`src/hw/two_wire_pkg.sv`:
```
// Contract
// after acknowledged broadcast data report 0x90; next byte acked per ack enable.
// after not-acked broadcast data report 0x98, then leave to not addressed.
// STOP or repeated START while addressed reports 0xA0.
// not addressed: ack enable gates own address; broadcast also needs accept bit.
// begin request on release of 0x98/0xA0 gives START once bus is free.
// software masks prescaler bits before comparing status codes.
// answer seven-bit own address; broadcast 0x00 only when address bit 0 set.
// software sets enable and ack enable, clears begin, halt, done, collision; a control write leaves collision as is.
// direction bit one selects transmit, zero selects receive.
// after own address and direction, set done flag with valid status.
// lost arbitration then addressed for read enters transmit, reports 0xB0.
// ack enable cleared in transmit: last byte, then 0xC0 on nack, 0xC8 on ack.
// after last byte go not addressed and ignore clocks; master reads ones.
// master ack of final byte reports 0xC8; master should end with nack.
// ack enable zero ignores own address but keeps watching the bus.
// in clock-stopping sleep still acknowledge address match and wake the part.
// after wake-up hold SCL low until done flag cleared by writing one.
// data register content is not defined after wake from clock-stopping sleep.
// own address with read acked reports 0xA8 and sends loaded byte.
// transmitted byte acked reports 0xB8; next byte is last if ack enable zero.
package two_wire_pkg;
	localparam int        ADDR_W       = 2;
	localparam [1:0]      OFS_DATA     = 2'h0;
	localparam [1:0]      OFS_STATUS   = 2'h1;
	localparam [1:0]      OFS_OWN      = 2'h2;
	localparam [1:0]      OFS_CTRL     = 2'h3;
	localparam int        CTL_DONE     = 7;
	localparam int        CTL_ACK      = 6;
	localparam int        CTL_BEGIN    = 5;
	localparam int        CTL_HALT     = 4;
	localparam int        CTL_WCOL     = 3;
	localparam int        CTL_EN       = 2;
	localparam int        CTL_IRQ      = 0;
	localparam int        OWN_GCE      = 0;
	localparam [7:0]      DATA_RST     = 8'hFF;
	localparam [7:0]      OWN_RST      = 8'h00;
	localparam [7:0]      CTRL_RST     = 8'h00;
	localparam [7:0]      ST_NONE      = 8'hF8;
	localparam [7:0]      ST_SR_OWN    = 8'h60;
	localparam [7:0]      ST_SR_ARB    = 8'h68;
	localparam [7:0]      ST_SR_GC     = 8'h70;
	localparam [7:0]      ST_SR_GC_ARB = 8'h78;
	localparam [7:0]      ST_SR_ACK    = 8'h80;
	localparam [7:0]      ST_SR_NACK   = 8'h88;
	localparam [7:0]      ST_GC_ACK    = 8'h90;
	localparam [7:0]      ST_GC_NACK   = 8'h98;
	localparam [7:0]      ST_STOP      = 8'hA0;
	localparam [7:0]      ST_ST_OWN    = 8'hA8;
	localparam [7:0]      ST_ST_ARB    = 8'hB0;
	localparam [7:0]      ST_ST_ACK    = 8'hB8;
	localparam [7:0]      ST_ST_NACK   = 8'hC0;
	localparam [7:0]      ST_ST_LAST   = 8'hC8;
	localparam [6:0]      GC_ADDR      = 7'h00;
	localparam [3:0]      BYTE_BITS    = 4'h8;

	typedef enum logic [2:0] {
		S_IDLE = 3'b000,
		S_ADDR = 3'b001,
		S_AACK = 3'b011,
		S_HOLD = 3'b010,
		S_TX   = 3'b110,
		S_TACK = 3'b111,
		S_RX   = 3'b101,
		S_RACK = 3'b100
	} state_t;

	typedef enum logic [1:0] {
		NX_NA = 2'b00,
		NX_TX = 2'b01,
		NX_RX = 2'b10
	} after_t;

	typedef struct packed {
		state_t     state;
		after_t     nxt;
		logic [3:0] cnt;
		logic [7:0] sh;
		logic [7:0] data;
		logic [7:0] own;
		logic [7:0] ctrl;
		logic [7:0] code;
		logic [7:0] rdata;
		logic [1:0] presc;
		logic       rw;
		logic       gc;
		logic       last;
		logic       ackd;
		logic       ack_nx;
		logic       sda_drv;
		logic       wake;
		logic       start_pend;
		logic       busy;
		logic       start_req;
		logic       scl_oe_n;
		logic       sda_oe_n;
		logic       pin_lo;
		logic       scl_m;
		logic       scl_s;
		logic       scl_p;
		logic       sda_m;
		logic       sda_s;
		logic       sda_p;
	} core_t;
endpackage : two_wire_pkg

```
`src/hw/two_wire_slave_rx_tx.sv`:
```
`timescale 1ns/1ps
module two_wire_slave_rx_tx (
	input  wire logic                           ref_clk_i,
	input  wire logic                           rstn_i,
	input  wire logic [two_wire_pkg::ADDR_W-1:0] reg_addr_i,
	input  wire logic [7:0]                     reg_wdata_i,
	input  wire logic                           reg_wr_i,
	input  wire logic                           reg_rd_i,
	output logic      [7:0]                     reg_rdata_o,
	input  wire logic                           scl_i,
	output logic                                scl_o,
	output logic                                scl_oe_n_o,
	input  wire logic                           sda_i,
	output logic                                sda_o,
	output logic                                sda_oe_n_o,
	input  wire logic                           sleep_i,
	input  wire logic                           arb_lost_i,
	output logic                                wake_o,
	output logic                                start_req_o
);
	import two_wire_pkg::*;

	core_t q;
	core_t d;
	logic  rise;
	logic  fall;
	logic  start;
	logic  stop;
	logic  ack_on;
	logic  own_hit;
	logic  gc_hit;
	logic  match;
	logic  rel;
	logic  addressed;

	always_comb
	begin
		d = q;
		// second stage and its delayed copy feed the edge logic; the second SDA stage also feeds bit and ack sampling
		d.scl_m = scl_i;
		d.scl_s = q.scl_m;
		d.scl_p = q.scl_s;
		d.sda_m = sda_i;
		d.sda_s = q.sda_m;
		d.sda_p = q.sda_s;
		rise  = q.scl_s & ~q.scl_p;
		fall  = ~q.scl_s & q.scl_p;
		start = q.scl_s & q.scl_p & q.sda_p & ~q.sda_s;
		stop  = q.scl_s & q.scl_p & ~q.sda_p & q.sda_s;
		ack_on  = q.ctrl[CTL_ACK] & q.ctrl[CTL_EN];
		own_hit = q.sh[7:1] == q.own[7:1];
		gc_hit  = (q.sh[7:1] == GC_ADDR) & q.own[OWN_GCE];
		// broadcast is write-only; a read under it is not answered
		match   = ack_on & (own_hit | (gc_hit & ~q.sh[0]));
		rel = q.ctrl[CTL_DONE] & reg_wr_i & (reg_addr_i == OFS_CTRL)
			& reg_wdata_i[CTL_DONE];
		addressed = (q.state == S_RX) | (q.state == S_RACK)
			| (q.state == S_TX) | (q.state == S_TACK);

		if (reg_wr_i)
		begin
			unique case (reg_addr_i)
				OFS_DATA:
				begin
					if (q.ctrl[CTL_DONE])
						d.data = reg_wdata_i;
					else
						d.ctrl[CTL_WCOL] = 1'b1;
				end
				OFS_STATUS: d.presc = reg_wdata_i[1:0];
				OFS_OWN:    d.own = reg_wdata_i;
				OFS_CTRL:
				begin
					if (reg_wdata_i[CTL_DONE])
						d.ctrl[CTL_DONE] = 1'b0;
					d.ctrl[CTL_ACK]   = reg_wdata_i[CTL_ACK];
					d.ctrl[CTL_BEGIN] = reg_wdata_i[CTL_BEGIN];
					d.ctrl[CTL_HALT]  = reg_wdata_i[CTL_HALT];
					d.ctrl[CTL_EN]    = reg_wdata_i[CTL_EN];
					d.ctrl[CTL_IRQ]   = reg_wdata_i[CTL_IRQ];
				end
			endcase
			if (reg_addr_i == OFS_DATA && q.ctrl[CTL_DONE])
				d.ctrl[CTL_WCOL] = 1'b0;
		end

		d.rdata = 8'h00;
		if (reg_rd_i)
		begin
			unique case (reg_addr_i)
				OFS_DATA:   d.rdata = q.data;
				OFS_STATUS: d.rdata = {(q.ctrl[CTL_DONE] ? q.code[7:3]
					: ST_NONE[7:3]), 1'b0, q.presc};
				OFS_OWN:    d.rdata = q.own;
				OFS_CTRL:   d.rdata = q.ctrl;
			endcase
		end

		if (start)
			d.busy = 1'b1;
		else if (stop)
			d.busy = 1'b0;
		if (start)
			d.start_pend = 1'b0;

		// bus events come after the register writes so a set beats a clear
		if (!q.ctrl[CTL_EN])
		begin
			d.state   = S_IDLE;
			d.sda_drv = 1'b0;
			d.wake    = 1'b0;
		end
		else if ((start | stop) && addressed)
		begin
			d.code             = ST_STOP;
			d.ctrl[CTL_DONE]   = 1'b1;
			d.nxt              = NX_NA;
			d.state            = S_HOLD;
			d.sda_drv          = 1'b0;
		end
		else if ((start | stop) && q.state != S_HOLD)
		begin
			d.state   = start ? S_ADDR : S_IDLE;
			d.cnt     = 4'h0;
			d.sda_drv = 1'b0;
		end
		else
		begin
			unique case (q.state)
				S_IDLE: ;
				S_ADDR:
				begin
					if (rise)
					begin
						d.sh  = {q.sh[6:0], q.sda_s};
						d.cnt = q.cnt + 4'h1;
					end
					if (fall && q.cnt == BYTE_BITS)
					begin
						if (match)
						begin
							d.sda_drv = 1'b1;
							d.rw      = q.sh[0];
							d.gc      = ~own_hit;
							d.state   = S_AACK;
						end
						else
							d.state = S_IDLE;
					end
				end
				S_AACK:
				begin
					if (fall)
					begin
						d.sda_drv        = 1'b0;
						d.ctrl[CTL_DONE] = 1'b1;
						d.wake           = sleep_i;
						d.state          = S_HOLD;
						d.cnt            = 4'h0;
						if (q.rw)
						begin
							d.nxt  = NX_TX;
							d.code = arb_lost_i ? ST_ST_ARB
								: ST_ST_OWN;
						end
						else
						begin
							d.nxt = NX_RX;
							if (q.gc)
								d.code = arb_lost_i ? ST_SR_GC_ARB
									: ST_SR_GC;
							else
								d.code = arb_lost_i ? ST_SR_ARB
									: ST_SR_OWN;
						end
					end
				end
				S_HOLD:
				begin
					if (rel)
					begin
						d.wake = 1'b0;
						d.cnt  = 4'h0;
						unique case (q.nxt)
							NX_TX:
							begin
								d.sh      = q.data;
								d.sda_drv = ~q.data[7];
								d.last    = ~reg_wdata_i[CTL_ACK];
								d.state   = S_TX;
							end
							NX_RX:
							begin
								d.ack_nx = reg_wdata_i[CTL_ACK];
								d.state  = S_RX;
							end
							NX_NA:
							begin
								d.state = S_IDLE;
								if (reg_wdata_i[CTL_BEGIN])
									d.start_pend = 1'b1;
							end
						endcase
					end
				end
				S_TX:
				begin
					if (rise)
						d.cnt = q.cnt + 4'h1;
					if (fall)
					begin
						if (q.cnt == BYTE_BITS)
						begin
							d.sda_drv = 1'b0;
							d.state   = S_TACK;
						end
						else
						begin
							d.sda_drv = ~q.sh[6];
							d.sh      = {q.sh[6:0], 1'b0};
						end
					end
				end
				S_TACK:
				begin
					if (rise)
						d.ackd = ~q.sda_s;
					if (fall)
					begin
						d.ctrl[CTL_DONE] = 1'b1;
						d.state          = S_HOLD;
						d.cnt            = 4'h0;
						if (!q.ackd)
							d.code = ST_ST_NACK;
						else if (q.last)
							d.code = ST_ST_LAST;
						else
							d.code = ST_ST_ACK;
						d.nxt = (q.ackd & ~q.last) ? NX_TX : NX_NA;
					end
				end
				S_RX:
				begin
					if (rise)
					begin
						d.sh  = {q.sh[6:0], q.sda_s};
						d.cnt = q.cnt + 4'h1;
					end
					if (fall && q.cnt == BYTE_BITS)
					begin
						d.sda_drv = q.ack_nx;
						d.state   = S_RACK;
					end
				end
				S_RACK:
				begin
					if (fall)
					begin
						d.sda_drv = 1'b0;
						// byte dropped while asleep; content is undefined then
						if (!sleep_i)
							d.data = q.sh;
						d.ctrl[CTL_DONE] = 1'b1;
						d.state          = S_HOLD;
						d.cnt            = 4'h0;
						d.nxt            = q.ack_nx ? NX_RX : NX_NA;
						if (q.gc)
							d.code = q.ack_nx ? ST_GC_ACK
								: ST_GC_NACK;
						else
							d.code = q.ack_nx ? ST_SR_ACK : ST_SR_NACK;
					end
				end
			endcase
		end

		// stretch only while the done flag stands, so a release frees SCL
		d.scl_oe_n  = ~((d.state == S_HOLD) & d.ctrl[CTL_DONE]);
		d.sda_oe_n  = ~d.sda_drv;
		d.start_req = d.start_pend & ~d.busy;
		d.pin_lo    = 1'b0;
	end

	always_ff @(posedge ref_clk_i)
	begin
		if (!rstn_i)
		begin
			q            <= '0;
			q.state      <= S_IDLE;
			q.nxt        <= NX_NA;
			q.data       <= DATA_RST;
			q.own        <= OWN_RST;
			q.ctrl       <= CTRL_RST;
			q.code       <= ST_NONE;
			q.scl_oe_n   <= 1'b1;
			q.sda_oe_n   <= 1'b1;
			q.scl_m      <= 1'b1;
			q.scl_s      <= 1'b1;
			q.scl_p      <= 1'b1;
			q.sda_m      <= 1'b1;
			q.sda_s      <= 1'b1;
			q.sda_p      <= 1'b1;
		end
		else
			q <= d;
	end

	assign reg_rdata_o = q.rdata;
	assign scl_o       = q.pin_lo;
	assign scl_oe_n_o  = q.scl_oe_n;
	assign sda_o       = q.pin_lo;
	assign sda_oe_n_o  = q.sda_oe_n;
	assign wake_o      = q.wake;
	assign start_req_o = q.start_req;
endmodule : two_wire_slave_rx_tx

```
`config.mk`:
```
export PLATFORM = sky130hd
export DESIGN_NAME = two_wire_slave_rx_tx
export DESIGN_NICKNAME = d
export VERILOG_FILES = /design/src/hw/two_wire_pkg.sv /design/src/hw/two_wire_slave_rx_tx.sv
export SDC_FILE = /design/constraint.sdc
export NUM_CORES = 1
export LEC_CHECK = 0
export BUFFER_PORTS_ARGS = -buffer_cell sky130_fd_sc_hd__buf_2
export CORE_MARGIN = 5
export CORE_UTILIZATION = 40
export CTS_CLUSTER_SIZE = 14
export DETAILED_ROUTE_END_ITERATION = 10
export GPL_TIMING_DRIVEN = 0
export SLEW_MARGIN = 10
export SYNTH_ARGS = -nofsm -noshare
export SYNTH_HDL_FRONTEND = slang
export SYNTH_SLANG_ARGS = --single-unit
```
`constraint.sdc`:
```
create_clock -name ref_clk_i -period 2.3 [get_ports ref_clk_i]
set_input_delay 0.115 -clock ref_clk_i [delete_from_list [all_inputs] [get_ports ref_clk_i]]
set_output_delay 0.115 -clock ref_clk_i [all_outputs]
set_load 0.05 [all_outputs]
```
# --- Word-level counts from Yosys, hierarchy flattened ---
# Cells that the tools add are included.
# Widths: inputs -> output; s select.
word_totals:
  inputBits: 18
  register_bits: 77
  wordCells: 222
classes:
  n_addsub: 1
  muxes: 92
  reduce_logical: 28
  n_eq_ne: 33
  bitwise_logic: 37
ops:
  columns: ["operator", "count"]
  rows:
  - ["$mux 8", 19]
  - ["$pmux 8 s3", 2]
  - ["$mux 4", 8]
  - ["$pmux 8 s4", 1]
  - ["$mux 1", 29]
  - ["$mux 9", 3]
  - ["$mux 5", 5]
  - ["$mux 12", 2]
  - ["$pmux 4 s6", 1]
  - ["$reduce_and 6->1", 4]
  - ["$mux 22", 1]
  - ["$mux 3", 7]
  - ["$pmux 3 s7", 1]
  - ["$ne 3x2->1 const B", 6]
  - ["$reduce_and 9->1", 2]
  - ["$and 1x1->1", 17]
  - ["$mux 2", 8]
  - ["$not 1->1", 15]
  - ["$eq 3x3->1 const B", 4]
  - ["$ne 2x2->1 const B", 5]
  - ["$reduce_and 2->1", 5]
  - ["$reduce_and 5->1", 2]
  - ["$eq 3x2->1 const B", 3]
  - ["$ne 3x3->1 const B", 3]
  - ["other kinds (24)", 38]

# --- Depth between registers and ports, before layout ---
depth:
  depth_word: 14
  mapped_depth: 9

# --- Worst setup path before layout ---
# Ideal clock, no wire load.
synth_timing:
  path_type: "flip-flop to flip-flop"
  start: "register q[75] (netlist bit)"
  end: "register q[16] (netlist bit)"
  period_less_slack_ns: 2.030
  slack_ns: 0.270
  path_stages_with_launch: 9
  arrival_ns: 1.915
  setup_ns: 0.115
  path_cell_list: "dfxtp_1 buf_6 or3b_1 buf_2 or3_4 or3_1 nand2_1 o21ai_1 and2_1"
synth_between:
  elab_chain_cells: 7
  elab_cells_between_ends: 14
  classes_between: "eq/ne (6); bitwise (5); reduce/logical (3)"
synth_lines:
  columns: ["item", "line", "rtl"]
  rows:
  - ["start: declaration", "two_wire_slave_rx_tx.sv:23", "core_t q;"]
  - ["$eq 3x3->1", "two_wire_slave_rx_tx.sv:57", "addressed = (q.state == S_RX) | (q.state == S_RACK)"]
  - ["$or 1x1->1", "two_wire_slave_rx_tx.sv:57", null]
  - ["$or 1x1->1 (2 in series)", "two_wire_slave_rx_tx.sv:58", "| (q.state == S_TX) | (q.state == S_TACK);"]
  - ["$logic_and 1x1->1", "two_wire_slave_rx_tx.sv:113", "else if ((start | stop) && addressed)"]
  - ["$not 1->1 (no line)", null, null]
  - ["$reduce_and 6->1 (no line) *", null, null]
# Mark *: on every way between the ends. The rest lies on a longest branch, timed or not.
# A chain may end at the register's enable or synchronous reset.

# --- Worst setup path in the final report ---
layout_timing:
  start: "register q[77] (netlist bit)"
  end: "register q[16] (netlist bit)"
# The elaborated chain is that of the path after synthesis.

==> impl_metrics.tcl <==
set metrics [dict create \
    syn_inst 469 \
    dp.cells 626 \
    rsz0062_at_grt "false" \
    antenna_left 0 \
    initial_core_util 0.411 \
    cts_tree "yes" \
    tns_ns 0 \
    worst_pin_slew_ns 0.659 \
    cts_buffer_depth 2 \
    post-synth-top-count-cell "dfxtp_1" \
    die_w_um 108 \
    synth-async-reset-ratio 0 \
    rrSetupSlack_ns 0.06 \
    status "finished clean" \
    grt_use_total 0.196 \
    fin_nets 533 \
    antenna_found_initial 0 \
    drt_iter0_drc 288 \
    io_pins 32 \
    finalHoldViolations 0 \
    antenna_cells 0 \
    design.core.area_um2 9280 \
    cp.required_ns 2.55 \
    slew_headroom 0.561 \
    placementRows 35 \
    crit_type "flop to flop" \
    r2r_end "q[16]" \
    design.die.area_um2 11600 \
    r2r_start "q[77]" \
    clkLatencyLatePin_ns 0.35 \
    cp_slowest_cell "or3_4" \
    path_max_fanout 9 \
    fp.dieH_um 108 \
    fmax_mhz 447 \
    instances_no_fill 647 \
    port_buffers 27 \
    cts_root_buf "clkbuf_8" \
    clk_pin_slew_ns 0.08 \
    worstHoldPathType "primary input to flop" \
    hp-start "reg_wdata_i[3]" \
    synth_flop_cell "dfxtp_1" \
    skew_ns 0.0103 \
    grt_max_degree 15 \
    grt_pass1_wl_um 17600 \
    ys_seq_elements 73 \
    grt_pass1_vias 3290 \
    powerDensity_nw_per_um2 582 \
    design_area_um2 4390 \
    r2r_cells 8 \
    via_per_inst 5.49 \
    numCtsBuffers 9 \
    peakVddDrop_mv 0.251 \
    power_leakage_nw 1.80 \
    htree_levels 3 \
    synth_edf_count 0 \
    drive_gt1_frac 0.166 \
    seq_area_frac_synth 0.383 \
    clkSinkCount 73 \
    drv_cap 0 \
    synth_area_leaders "dfxtp_1, mux2i_1, nand2_1" \
    synthDistinctLibCells 58 \
    yosysWarnings 0 \
    start_kind "flop" \
    critPathBufInv 2 \
    finish.utilization 0.473 \
    fin_crit_ns 2.24 \
    crit_arrival_ns 2.49 \
    routed_wl_um 11000 \
    whs_path_depth 3 \
    maxSlewViolCount 0 \
    place_area_um2 4110 \
    place_ws_ns 0.0115 \
    syn_avg_cell_area_um2 8.13 \
    power_mw 2.55 \
    crit_path_frequent_cell "buf_2" \
    vias 3549 \
    dp_hpwl_um 7930 \
    wl_per_cell_um 17.0 \
    crit_path_end_kind "flop" \
    synth_top_cell_area_share 0.383 \
    area_growth_pct 15.1 \
    fin_ws_ns 0.0625 \
    synth_area_um2 3810 \
    synth_common_cells "dfxtp_1, nand2_1, nor2_1" \
    drc 0 \
    gp_congestion 0.900 \
    finalCritPeriodShare 0.973 \
    setup_viol 0 \
    synth_top_cell_by_area "dfxtp_1" \
    hold_path_end "q[48]" \
    grt_overflow 0 \
    fill_cells 965 \
    cpLargestDelayFamily "simple AND/OR/NAND/NOR gates" \
    max_stage_delay_ns 0.41 \
    critical_path.cell_chain "buf_2, or3b_1, buf_2, or3_4, or3_1, nand2_1, o21ai_1, and2_1" \
    fin_hold_ws_ns 0.0174 \
    first_pass_iters 5 \
]
-- registers in the layout, summed over array words and instances, names as in the netlist --
register,cells
q,57
reg_rdata_o,8
d,4
scl_oe_n_o,1
sda_oe_n_o,1
start_req_o,1
wake_o,1
-- report_power, final --
| part | internal [mW] | leakage [nW] | switching, mW |
|---|---|---|---|
| sequential | 1.28 | 0.592 | 0.0141 |
| clock | 0.512 | 0.105 | 0.531 |
| combinational | 0.0778 | 1.11 | 0.134 |
| total | 1.87 | 1.80 | 0.680 |
-- repair_timing --
item | CTS | global route
hold buffers | 2 | 0
cloned | 0 | 0
buffers inserted | 0 | 3
pin swaps | 0 | 2
endpoints found under the hold margin | 2 | 0
endpoints found under the setup margin | 1 | 11
gates resized for setup | 1 | 14
-- layer usage --
| metal | global-route usage | share of wire | vias up |
|---|---|---|---|
| li1 | - | - | 1717 |
| met1 | 0.276 | 0.47 | 1669 |
| met2 | 0.292 | 0.45 | 143 |
| met3 | 0.0348 | 0.064 | 20 |
| met4 | 0.0875 | 0.024 | 0 |
| met5 | 0 | 0 | - |
-- kinds of logic after synthesis --
| group | Yosys count | synth area share |
|---|---|---|
| compound gates | 104 | 0.174 |
| fa+ha+maj | 2 | 0.00656 |
| mux | 31 | 0.0978 |
| buf+inv | 54 | 0.0706 |
| simple gates | 194 | 0.244 |
| flops | 73 | 0.383 |
| xor+xnor | 10 | 0.0230 |
| other cells | 1 | 0.000984 |
-- cell usage in the layout, fill, tap and decap left out, types with 3 or more instances in the layout --
master    netlist  final
nor4_1          3      3
and2_1          5      5
nor3_1         11     11
a21oi_1        24     24
buf_2           5     32
nand2_1        64     64
a211o_1         3      3
o21ai_0        31     31
mux2i_1        26     26
or3_1           4      4
nor2_1         47     46
and3_1          4      4
clkbuf_8        0      9
nor2b_1        11     10
o22ai_1         5      5
xor2_1          9      9
a211oi_1       13     12
buf_4          14     17
a31oi_1         5      5
dfxtp_1        73     71
nand3_1        18     18
clkbuf_1       22     18
nand2b_1       15     15
inv_1          10     10
mux4_2          5      5
clkbuf_2        0      4
o211ai_1        4      4
-- worst reg2reg max path: stages, from the launching register on --
cell and delay (ns):
dfxtp_1 0.30, buf_2 0.17, or3b_1 0.35, buf_2 0.18
or3_4 0.41, or3_1 0.40, nand2_1 0.08, o21ai_1 0.08
and2_1 0.16
-- area by class of cell --
class                   instances  area [µm²]  area share
flip-flops and latches         73        1460       0.334
clock buffers                   9         124      0.0282
plain buffers                  43         233      0.0530
well taps                     129         161      0.0368
repair buffers                 32         178      0.0405
clock inverters                 7        77.6      0.0177
inverters                      11        41.3     0.00941
multi-input cells             343        2110       0.481
-- worst max path at each step --
| stage | start | endpoint | slack, ns | cells after the start |
|---|---|---|---|---|
| finish | q[77] | q[16] | 0.06 | 8 |
| global route | q[67] | sda_oe_n_o | 0.03 | 6 |
| detailed placement | q[77] | scl_oe_n_o | 0.01 | 8 |
| global placement | q[77] | scl_oe_n_o | -0.01 | 8 |
| CTS | q[44] | q[66] | 0.02 | 7 |
| floorplan | q[75] | q[16] | 0.27 | 8 |
Note: power is estimated with default switching activity, not from simulation.
